[config.mk]
export PLATFORM = sky130hd
export DESIGN_NAME = itsd_top
export DESIGN_NICKNAME = d
export VERILOG_FILES = /design/src/core/itsd_pkg.sv /design/src/core/itsd_top.sv
export VERILOG_INCLUDE_DIRS = /design/src /design/src/core
export SDC_FILE = /design/constraint.sdc
export NUM_CORES = 1
export LEC_CHECK = 0
export ABC_CLOCK_PERIOD_IN_PS = 4100
export BUFFER_PORTS_ARGS = -buffer_cell sky130_fd_sc_hd__buf_4
export CAP_MARGIN = 0
export CORE_MARGIN = 5
export CORE_UTILIZATION = 60
export DETAILED_ROUTE_END_ITERATION = 7
export MAX_ROUTING_LAYER = met4
export PLACE_DENSITY = 0.93
export SETUP_SLACK_MARGIN = 0.5
export SLEW_MARGIN = 20
export SYNTH_ARGS = -nofsm -noshare
export SYNTH_HDL_FRONTEND = slang
export SYNTH_SLANG_ARGS = --single-unit
[constraint.sdc]
create_clock -name clk_in -period 4.1 [get_ports clk_in]
set_clock_uncertainty 0.1 [all_clocks]
set_input_delay 0.615 -clock clk_in [delete_from_list [all_inputs] [get_ports clk_in]]
set_output_delay 0.615 -clock clk_in [all_outputs]
set_load 0.01 [all_outputs]
[src/core/itsd_map.svh]
/*
  Constants of the interval timer and select decode block: address
  fields, register selects, prescale codes and reset values.
  Assumes inclusion by bare name from the design module.
*/
`ifndef ITSD_MAP_SVH
`define ITSD_MAP_SVH

// address field positions
`define ITSD_A_REGSEL_LSB   0
`define ITSD_A_FLAGSEL      0
`define ITSD_A_TIMER        2
`define ITSD_A_IRQ_EN       3
`define ITSD_A_DEVID_LSB    6
`define ITSD_A_IO_SPACE     9

// port register select in a1..a0
`define ITSD_SEL_PA_DATA    2'h0
`define ITSD_SEL_PA_DIR     2'h1
`define ITSD_SEL_PB_DATA    2'h2
`define ITSD_SEL_PB_DIR     2'h3

// prescale select in a1..a0 on a timer write
`define ITSD_DIV_1          2'h0
`define ITSD_DIV_8          2'h1
`define ITSD_DIV_64         2'h2
`define ITSD_DIV_1024       2'h3

// prescaler reload values (interval length minus one)
`define ITSD_RELOAD_1       10'h000
`define ITSD_RELOAD_8       10'h007
`define ITSD_RELOAD_64      10'h03f
`define ITSD_RELOAD_1024    10'h3ff

// post-flag count stops at minus 255
`define ITSD_COUNT_FLOOR    8'h01
`define ITSD_COUNT_WRAP     8'hff

// flag sits on data bit seven
`define ITSD_FLAG_BIT       7

// reset values
`define ITSD_RST_BYTE       8'h00
`define ITSD_RST_PRESC      10'h000
`define ITSD_RST_PINS       8'hff

// port b bits with other duties
`define ITSD_PB_IRQ_BIT     7
`define ITSD_PB_CS2_BIT     5
`define ITSD_PB_CS1_BIT     6

`endif

[src/core/itsd_pkg.sv]
/*
  Types of the interval timer and select decode block.
  Assumes nothing of its surroundings.
*/
package itsd_pkg;

  typedef struct packed {
    logic [9:0] addr;
    logic       rw;
    logic       valid;
    logic       rom_region;
    logic       cs_first;
    logic       cs_second;
    logic [7:0] wdata;
  } itsd_bus_t;

  typedef struct packed {
    logic [7:0] out;
    logic [7:0] oe_n;
  } itsd_pins_t;

  typedef struct packed {
    logic [7:0] pa_latch;
    logic [7:0] pa_dir;
    logic [7:0] pb_latch;
    logic [7:0] pb_dir;
    logic [7:0] count;
    logic [9:0] presc;
    logic [9:0] reload;
    logic       fast;
    logic       flag;
    logic       irq_en;
    logic [7:0] rdata;
    logic       data_oe_n;
    logic       rom_sel;
    logic       ram_sel;
    itsd_pins_t pa_pins;
    itsd_pins_t pb_pins;
  } itsd_state_t;

endpackage

[src/core/itsd_top.sv]
/*
  Interval timer, port registers and chip-level select decode.
  Holds the two port latches and direction registers, the
  prescaled 8-bit interval counter with its flag and interrupt
  enable, and the rom, ram and i/o decode of one device.

  Assumes a processor bus sampled on clk_in with one access per
  cycle in which access_valid_in is high; the ROM and RAM arrays
  live outside and use rom_select_out and ram_select_out.
  Read data, bus enable, selects and pin drives are registered,
  so each answer stands in the one cycle after its access.
  Port pin levels arrive synchronous to clk_in; a released pin
  is expected to be pulled high outside.
  The chip select inputs count only where the matching option
  parameter marks them as selects; otherwise the inputs are
  ignored and those port b pins stay ordinary port pins.
  A flag read reports without clearing; count reads and timer
  writes clear the flag, but a count read in the cycle the flag
  sets leaves it set.
  After the flag the count runs at the clock rate down to minus
  255 and holds there until the next timer write.
  Software must keep address bit three low on reads after the
  flag, or the interrupt output is enabled again.
*/
// Notes on behaviour
// - intervals of 1, 8, 64 or 1024 clocks per count step
// - on timer write, address bits 1..0 choose the interval length
// - timer write loads the data byte as number of intervals
// - before the flag, read returns intervals left, one per interval
// - step after zero sets the flag and count reads all ones
// - after the flag, count drops every clock down to minus 255
// - post-flag read gives elapsed clocks as two's complement
// - write to flag takes count times interval plus one clock
// - any timer write or count read clears the flag; a flag read does not
// - read in the cycle the flag sets leaves it set
// - flag read puts flag on bit seven, rest zero; a0 low reads count
// - every timer access loads interrupt enable from address bit three
// - enabled interrupt with flag set drives port b bit seven low
// - in the i/o space, address bit two picks ports or timer
// - a1..a0 pick port a data, a dir, b data, b dir
// - rom region input splits rom; ram on match, i/o on a9 high
// - each chip select is an independent option, not a port pin
// - both chip selects and rom region decode seven disjoint devices
// - reset zeroes ports, floats data bus, disables interrupt
// - rw high drives read data when addressed, low takes a write
// - direction one drives pin from latch, zero leaves it an input
// - port read gives pins for inputs, latch for outputs
`timescale 1ns/1ps
`default_nettype none
`include "itsd_map.svh"

module itsd_top
  import itsd_pkg::*;
#(
  parameter bit       CS_FIRST_IS_SELECT  = 1'b0,
  parameter bit       CS_SECOND_IS_SELECT = 1'b0,
  // {cs_second, cs_first, rom_region} that selects this device's rom
  parameter bit [2:0] ROM_PATTERN         = 3'h1,
  // a8..a6 that pick this device's ram and i/o space
  parameter bit [2:0] DEVICE_INDEX        = 3'h0
) (
  input  wire logic       clk_in,
  input  wire logic       reset_in,
  input  wire logic       access_valid_in,
  input  wire logic       rw_in,
  input  wire logic [9:0] addr_in,
  input  wire logic       rom_region_select_in,
  input  wire logic       chip_select_first_in,
  input  wire logic       chip_select_second_in,
  input  wire logic [7:0] data_in,
  output logic      [7:0] data_out,
  output logic            data_oe_n_out,
  output logic            rom_select_out,
  output logic            ram_select_out,
  input  wire logic [7:0] port_a_pins_in,
  output logic      [7:0] port_a_pins_out,
  output logic      [7:0] port_a_pins_oe_n_out,
  input  wire logic [7:0] port_b_pins_in,
  output logic      [7:0] port_b_pins_out,
  output logic      [7:0] port_b_pins_oe_n_out
);

  if (!CS_FIRST_IS_SELECT && ROM_PATTERN[1]) begin : g_chk_first
    $error("rom pattern needs chip_select_first configured as select");
  end
  if (!CS_SECOND_IS_SELECT && ROM_PATTERN[2]) begin : g_chk_second
    $error("rom pattern needs chip_select_second configured as select");
  end
  // a zero pattern never selects the rom
  if (ROM_PATTERN == 3'h0) begin : g_chk_pattern
    $error("rom pattern must not be all zeros");
  end

  itsd_state_t state;
  itsd_state_t next_state;
  itsd_bus_t   bus;

  assign bus = '{addr:       addr_in,
                 rw:         rw_in,
                 valid:      access_valid_in,
                 rom_region: rom_region_select_in,
                 cs_first:   chip_select_first_in,
                 cs_second:  chip_select_second_in,
                 wdata:      data_in};

  function automatic logic [9:0] div_reload(input logic [1:0] sel);
    logic [9:0] r;
    r = `ITSD_RELOAD_1;
    case (sel)
      `ITSD_DIV_1:    r = `ITSD_RELOAD_1;
      `ITSD_DIV_8:    r = `ITSD_RELOAD_8;
      `ITSD_DIV_64:   r = `ITSD_RELOAD_64;
      `ITSD_DIV_1024: r = `ITSD_RELOAD_1024;
      default:        r = `ITSD_RELOAD_1;
    endcase
    return r;
  endfunction

  // pins for inputs, latch for outputs
  function automatic logic [7:0] port_view(input logic [7:0] pins,
                                           input logic [7:0] latch,
                                           input logic [7:0] dir);
    return (pins & ~dir) | (latch & dir);
  endfunction

  // drive where direction is one, else release to the pull-up
  function automatic itsd_pins_t pin_drive(input logic [7:0] latch,
                                           input logic [7:0] dir);
    itsd_pins_t p;
    p.out  = latch | ~dir;
    p.oe_n = ~dir;
    return p;
  endfunction

  // one count step down
  function automatic logic [7:0] count_dec(input logic [7:0] c);
    return c - 8'h01;
  endfunction

  // flag on data bit seven, other bits zero
  function automatic logic [7:0] flag_byte(input logic f);
    logic [7:0] b;
    b = `ITSD_RST_BYTE;
    b[`ITSD_FLAG_BIT] = f;
    return b;
  endfunction

  // hand a port b pin over to its chip select duty
  function automatic itsd_pins_t release_pin(input itsd_pins_t p,
                                             input int unsigned bit_no);
    itsd_pins_t r;
    r = p;
    r.out[bit_no]  = 1'b1;
    r.oe_n[bit_no] = 1'b1;
    return r;
  endfunction

  // idle state: ports zeroed, pins released high, bus floating
  function automatic itsd_state_t idle_state();
    itsd_state_t s;
    s              = '0;
    s.data_oe_n    = 1'b1;
    s.pa_pins.out  = `ITSD_RST_PINS;
    s.pa_pins.oe_n = `ITSD_RST_PINS;
    s.pb_pins.out  = `ITSD_RST_PINS;
    s.pb_pins.oe_n = `ITSD_RST_PINS;
    return s;
  endfunction

  logic       cs_first_ok;
  logic       cs_second_ok;
  logic       nonrom_cs_ok;
  logic       rom_hit;
  logic       ram_hit;
  logic       io_hit;
  logic       port_hit;
  logic       timer_hit;
  logic [1:0] regsel;
  logic       step;
  logic       flag_set;
  logic       timer_touch;
  logic [7:0] next_rdata;

  always_comb begin
    // a pin kept as a port pin takes no part in decode
    cs_first_ok  = !CS_FIRST_IS_SELECT ||
                   (bus.cs_first == ROM_PATTERN[1]);
    cs_second_ok = !CS_SECOND_IS_SELECT ||
                   (bus.cs_second == ROM_PATTERN[2]);
    nonrom_cs_ok = (!CS_FIRST_IS_SELECT || !bus.cs_first) &&
                   (!CS_SECOND_IS_SELECT || !bus.cs_second);
    regsel = bus.addr[`ITSD_A_REGSEL_LSB +: 2];
    rom_hit   = 1'b0;
    ram_hit   = 1'b0;
    io_hit    = 1'b0;
    if (bus.rom_region == ROM_PATTERN[0] && bus.rom_region &&
        cs_first_ok && cs_second_ok) begin
      rom_hit = 1'b1;
    end else if (bus.rom_region == ROM_PATTERN[0] && !bus.rom_region &&
                 cs_first_ok && cs_second_ok &&
                 ROM_PATTERN[2:1] != 2'h0) begin
      rom_hit = 1'b1;
    end else if (!bus.rom_region && nonrom_cs_ok &&
                 bus.addr[`ITSD_A_DEVID_LSB +: 3] == DEVICE_INDEX) begin
      if (bus.addr[`ITSD_A_IO_SPACE]) begin
        io_hit = 1'b1;
      end else begin
        ram_hit = 1'b1;
      end
    end
    port_hit  = bus.valid && io_hit && !bus.addr[`ITSD_A_TIMER];
    timer_hit = bus.valid && io_hit && bus.addr[`ITSD_A_TIMER];
  end

  always_comb begin
    next_state = state;
    next_rdata = `ITSD_RST_BYTE;
    step       = 1'b0;
    flag_set   = 1'b0;

    // count stepping: prescaled before the flag, every clock after
    if (state.fast) begin
      if (state.count != `ITSD_COUNT_FLOOR) begin
        next_state.count = count_dec(state.count);
      end
    end else begin
      step = (state.presc == `ITSD_RST_PRESC);
      if (step) begin
        next_state.presc = state.reload;
        next_state.count = count_dec(state.count);
        if (state.count == `ITSD_RST_BYTE) begin
          // wraps to all ones as the flag sets
          next_state.count = `ITSD_COUNT_WRAP;
          next_state.fast  = 1'b1;
          flag_set         = 1'b1;
        end
      end else begin
        next_state.presc = state.presc - 10'h001;
      end
    end

    // a timer access is a count read or any timer write
    timer_touch = timer_hit &&
                  (!bus.rw || !bus.addr[`ITSD_A_FLAGSEL]);

    if (timer_hit) begin
      next_state.irq_en = bus.addr[`ITSD_A_IRQ_EN];
    end

    if (timer_hit && !bus.rw) begin
      next_state.count  = bus.wdata;
      next_state.reload = div_reload(regsel);
      // first step one clock after the write
      next_state.presc  = `ITSD_RST_PRESC;
      next_state.fast   = 1'b0;
      flag_set          = 1'b0;
    end

    // set wins over a same-cycle clear
    if (flag_set) begin
      next_state.flag = 1'b1;
    end else if (timer_touch) begin
      next_state.flag = 1'b0;
    end

    // port register writes
    if (port_hit && !bus.rw) begin
      case (regsel)
        `ITSD_SEL_PA_DATA: next_state.pa_latch = bus.wdata;
        `ITSD_SEL_PA_DIR:  next_state.pa_dir   = bus.wdata;
        `ITSD_SEL_PB_DATA: next_state.pb_latch = bus.wdata;
        `ITSD_SEL_PB_DIR:  next_state.pb_dir   = bus.wdata;
        default:           next_state.pa_latch = state.pa_latch;
      endcase
    end

    // read data by select
    if (port_hit) begin
      case (regsel)
        `ITSD_SEL_PA_DATA: next_rdata = port_view(port_a_pins_in,
                                                  state.pa_latch,
                                                  state.pa_dir);
        `ITSD_SEL_PA_DIR:  next_rdata = state.pa_dir;
        `ITSD_SEL_PB_DATA: next_rdata = port_view(port_b_pins_in,
                                                  state.pb_latch,
                                                  state.pb_dir);
        `ITSD_SEL_PB_DIR:  next_rdata = state.pb_dir;
        default:           next_rdata = `ITSD_RST_BYTE;
      endcase
    end else if (timer_hit && bus.addr[`ITSD_A_FLAGSEL]) begin
      next_rdata = flag_byte(state.flag);
    end else if (timer_hit) begin
      next_rdata = state.count;
    end

    next_state.rdata     = next_rdata;
    next_state.data_oe_n = !((port_hit || timer_hit) && bus.rw);
    next_state.rom_sel   = bus.valid && rom_hit;
    next_state.ram_sel   = bus.valid && ram_hit;

    // pins follow the registers as they will stand
    next_state.pa_pins = pin_drive(next_state.pa_latch, next_state.pa_dir);
    next_state.pb_pins = pin_drive(next_state.pb_latch, next_state.pb_dir);
    // interrupt and chip select duties override the port
    if (next_state.irq_en && next_state.flag) begin
      next_state.pb_pins.out[`ITSD_PB_IRQ_BIT]  = 1'b0;
      next_state.pb_pins.oe_n[`ITSD_PB_IRQ_BIT] = 1'b0;
    end
    if (CS_SECOND_IS_SELECT) begin
      next_state.pb_pins = release_pin(next_state.pb_pins,
                                       `ITSD_PB_CS2_BIT);
    end
    if (CS_FIRST_IS_SELECT) begin
      next_state.pb_pins = release_pin(next_state.pb_pins,
                                       `ITSD_PB_CS1_BIT);
    end
  end

  always_ff @(posedge clk_in) begin
    if (reset_in) begin
      state <= idle_state();
    end else begin
      state <= next_state;
    end
  end

  assign data_out             = state.rdata;
  assign data_oe_n_out        = state.data_oe_n;
  assign rom_select_out       = state.rom_sel;
  assign ram_select_out       = state.ram_sel;
  assign port_a_pins_out      = state.pa_pins.out;
  assign port_a_pins_oe_n_out = state.pa_pins.oe_n;
  assign port_b_pins_out      = state.pb_pins.out;
  assign port_b_pins_oe_n_out = state.pb_pins.oe_n;

endmodule
`default_nettype wire

==> insert_results.sql <==
INSERT INTO impl_metrics (metric_group, metric, value, unit) VALUES
('power', 'share_clk_of_total_power', '26.3', '%'),
('logic_synthesis', 'synth.distinct_cells', '62', ''),
('floorplan', 'floorplan.io_pins', '84', ''),
('grt', 'vias_in_the_first_global_route', '3608', ''),
('place', 'gp_congestion', '0.842', ''),
('clock_network', 'numClockSinks', '99', ''),
('power', 'p_switching', '0.851', 'mW'),
('final_layout', 'areaGrowthSynthToFinish', '11.7', '%'),
('worst_setup_path', 'worst-path-max-fanout', '7', ''),
('logic_synthesis', 'synth_seq_area_share', '44.2', '%'),
('run', 'max-cap-violations', '0', ''),
('worst_setup_path', 'timing.critical_path.depth', '7', ''),
('worst_setup_path', 'crit_path_cell_trace', 'inv_1 > ha_1 > nor2b_1 > and4_1 > nor2_4 > or4b_1 > o311a_1', ''),
('sta', 'report.final.hold_viol_count', '0', ''),
('routing', 'vias', '3656', ''),
('routing', 'first_pass_drt_iterations', '5', ''),
('worst_setup_path', 'ff2ff_path_depth', '7', ''),
('final_layout', 'share_of_post_route_cells_with_drive_strength_above_1', '20.7', '%'),
('floorplan', 'rows', '31', ''),
('routing', 'routed_wirelength', '10100', 'µm'),
('logic_synthesis', 'synthMuxAreaShare', '8.09', '%'),
('clock_network', 'tritoncts', 'built', ''),
('place', 'placedCellCount', '620', ''),
('routing', 'dr_wl_met2', '4970', 'µm'),
('routing', 'drt-initial-drc-count', '334', ''),
('logic_synthesis', 'synth-simple-area-share', '22.0', '%'),
('worst_setup_path', 'worstPathArrival', '2510', 'ps'),
('floorplan', 'die_h', '96.4', 'µm'),
('sta', 'finalHoldWorstSlack', '351', 'ps'),
('sta', 'tightestPinTransition', '783', 'ps'),
('logic_synthesis', 'synth_xor_area_share', '0.391', '%'),
('worst_setup_path', 'critPathKind', 'flop to flop', ''),
('logic_synthesis', 'dominantRegCellSynth', 'sky130_fd_sc_hd__dfxtp_1', ''),
('clock_network', 'cts_max_level', '3', ''),
('worst_setup_path', 'worstSetupStartpointType', 'flop', ''),
('grt', 'grt_start_max_net_pins', '51', ''),
('routing', 'met1Wirelength', '4080', 'µm'),
('floorplan', 'design.core.area', '7250', 'µm²'),
('grt', 'grt_antenna_before_repair', '0', ''),
('logic_synthesis', 'ys_seq_elements', '99', ''),
('routing', 'post-route-drc-count', '0', ''),
('worst_setup_path', 'worst-endpoint-required', '4260', 'ps'),
('logic_synthesis', 'synth.top_cells.by_area', 'sky130_fd_sc_hd__dfxtp_1 (44%), sky130_fd_sc_hd__mux2i_1 (7.6%), sky130_fd_sc_hd__buf_4 (6.9%)', ''),
('clock_network', 'clk_pin_slew_worst_paths', '90', 'ps'),
('power', 'power.internal', '1.66', 'mW'),
('sta', 'fmaxAchievable', '424', 'MHz'),
('worst_setup_path', 'cp_top_family', 'simple AND/OR/NAND/NOR gates', ''),
('logic_synthesis', 'postSynthNetCount', '551', ''),
('grt', 'grt_overflow_total', '0', ''),
('sta', 'fin_tns_setup', '0', 'ps'),
('status', 'run_status', 'finished, final reports clean', ''),
('logic_synthesis', 'synth_largest_type_area_fraction', '44.2', '%'),
('logic_synthesis', 'ys_warn_count', '0', ''),
('power', 'p_sw_share', '33.8', '%'),
('place', 'io_buffer_count', '79', ''),
('clock_network', 'cts_buffer_depth', '2', ''),
('logic_synthesis', 'synth_largest_area_cell', 'sky130_fd_sc_hd__dfxtp_1', ''),
('logic_synthesis', 'postSynth.asyncResetShare', '0', '%'),
('hold_path', 'min_path_cells', '2', ''),
('sta', 'final_setup_violating_endpoints', '0', ''),
('routing', 'remaining_antenna_violation_count', '0', ''),
('logic_synthesis', 'syn-instance-count', '506', ''),
('logic_synthesis', 'synth-edff-count', '0', ''),
('logic_synthesis', 'synth_top_family_by_area', 'simple AND/OR/NAND/NOR gates', ''),
('floorplan', 'initial_utilization', '61.8', '%'),
('sta', 'final_period_minus_worst_setup_slack', '2360', 'ps'),
('routing', 'detail_route.vias_per_cell', '5.75', ''),
('hold_path', 'worst_hold_path_type', 'input pin to flop', ''),
('power', 'leakagePower', '2.20', 'nW'),
('sta', 'min_period_over_period', '57.5', '%'),
('clock_network', 'cts_hold_buf', '0', '');
## synthesized netlist by cell type (6+ instances only)
master / number
sky130_fd_sc_hd__o21ai_0: 13
sky130_fd_sc_hd__inv_1: 24
sky130_fd_sc_hd__mux2i_1: 34
sky130_fd_sc_hd__a211oi_1: 9
sky130_fd_sc_hd__nand2_1: 35
sky130_fd_sc_hd__nor2b_1: 9
sky130_fd_sc_hd__nand3_1: 11
sky130_fd_sc_hd__clkbuf_1: 16
sky130_fd_sc_hd__a21oi_1: 30
sky130_fd_sc_hd__a22oi_1: 7
sky130_fd_sc_hd__nand2b_1: 6
sky130_fd_sc_hd__nand3b_1: 7
sky130_fd_sc_hd__nor2_1: 73
sky130_fd_sc_hd__a221oi_1: 6
sky130_fd_sc_hd__dfxtp_1: 99
sky130_fd_sc_hd__buf_4: 41
sky130_fd_sc_hd__nor3_1: 9
## cells in the final DEF (no fill, tap or decap), types with 4 or more instances in the layout
cell                       Yosys  layout
sky130_fd_sc_hd__a211oi_1      9       9
sky130_fd_sc_hd__a21o_1        4       4
sky130_fd_sc_hd__a21oi_1      30      30
sky130_fd_sc_hd__a221oi_1      6       6
sky130_fd_sc_hd__a22oi_1       7       7
sky130_fd_sc_hd__buf_4        41      79
sky130_fd_sc_hd__clkbuf_8      0      10
sky130_fd_sc_hd__dfxtp_1      99      99
sky130_fd_sc_hd__ha_1          4       4
sky130_fd_sc_hd__inv_1        24      24
sky130_fd_sc_hd__mux2i_1      34      34
sky130_fd_sc_hd__nand2_1      35      35
sky130_fd_sc_hd__nand2b_1      6       6
sky130_fd_sc_hd__nand3_1      11      11
sky130_fd_sc_hd__nand3b_1      7       7
sky130_fd_sc_hd__nor2_1       73      73
sky130_fd_sc_hd__nor2b_1       9       9
sky130_fd_sc_hd__nor3_1        9       9
sky130_fd_sc_hd__o21ai_0      13      13
sky130_fd_sc_hd__o31ai_1       4       4
sky130_fd_sc_hd__or3_1         4       4
## cells by family (layout without fill, tap and decap cells)
| kind of cell | after synthesis | after routing |
|---|---|---|
| flops | 99 | 99 |
| xor+xnor | 2 | 2 |
| buf+inv | 88 | 119 |
| simple gates | 188 | 188 |
| compound gates | 89 | 89 |
| mux | 36 | 36 |
| fa+ha+maj | 4 | 4 |
## registers in the layout (all words and copies together), names as in the netlist
| register | count |
|---|---|
| port_b_pins_oe_n_out | 8 |
| data_oe_n_out | 1 |
| data_out | 8 |
| port_a_pins_oe_n_out | 8 |
| state | 56 |
| rom_select_out | 1 |
| port_a_pins_out | 8 |
| port_b_pins_out | 8 |
| ram_select_out | 1 |
## power groups by stage
stage	clock, mW	combinational, mW	sequential, mW
final	0.662	0.731	1.12
after global routing	0.715	0.814	1.14
after CTS	0.669	0.721	1.12
after detailed placement	0	0.713	1.14
after global placement	0	0.679	1.13
after floorplan	0	0.592	1.11
## through the flow
| stage | setup slack (ps) | area (µm²) | power, mW | utilization [%] |
|---|---|---|---|---|
| after global placement | 1470 | 4790 | 1.81 | 66.1 |
| after global routing | 1550 | 5010 | 2.67 | 69.1 |
| after CTS | 1750 | 5010 | 2.51 | 69.1 |
| after floorplan | 1920 | 4480 | 1.71 | - |
| after detailed placement | 1410 | 4790 | 1.85 | 66.1 |
| final | 1740 | 5010 | 2.51 | 69.1 |
## final cells by class
| cell class | instances | area (µm²) |
|---|---|---|
| Fill cell | 520 | 2240 |
| Multi-Input combinational cell | 319 | 2000 |
| Sequential cell | 99 | 1980 |
| Timing Repair Buffer | 79 | 593 |
| Clock buffer | 10 | 138 |
| Tap cell | 99 | 124 |
| Inverter | 24 | 90.1 |
| Clock inverter | 6 | 78.8 |
## per-layer routing
layer  track usage, %  vias to the layer above
li1                 -                     1763
met1             26.8                     1700
met2             37.6                      155
met3             4.42                       38
met4             13.3                        0
met5                -                        -
## final timing paths
kind                          start                       end  slack, ps
max          state[56]$_SDFFE_PP0N_    state[73]$_SDFFE_PP0P_       1740
min                           rw_in  data_oe_n_out$_SDFF_PP1_        350
max reg2reg  state[56]$_SDFFE_PP0N_    state[73]$_SDFFE_PP0P_       1740
min reg2reg  state[51]$_SDFFE_PP0P_    state[51]$_SDFFE_PP0P_        360
Note: power is estimated with default switching activity, not from simulation.
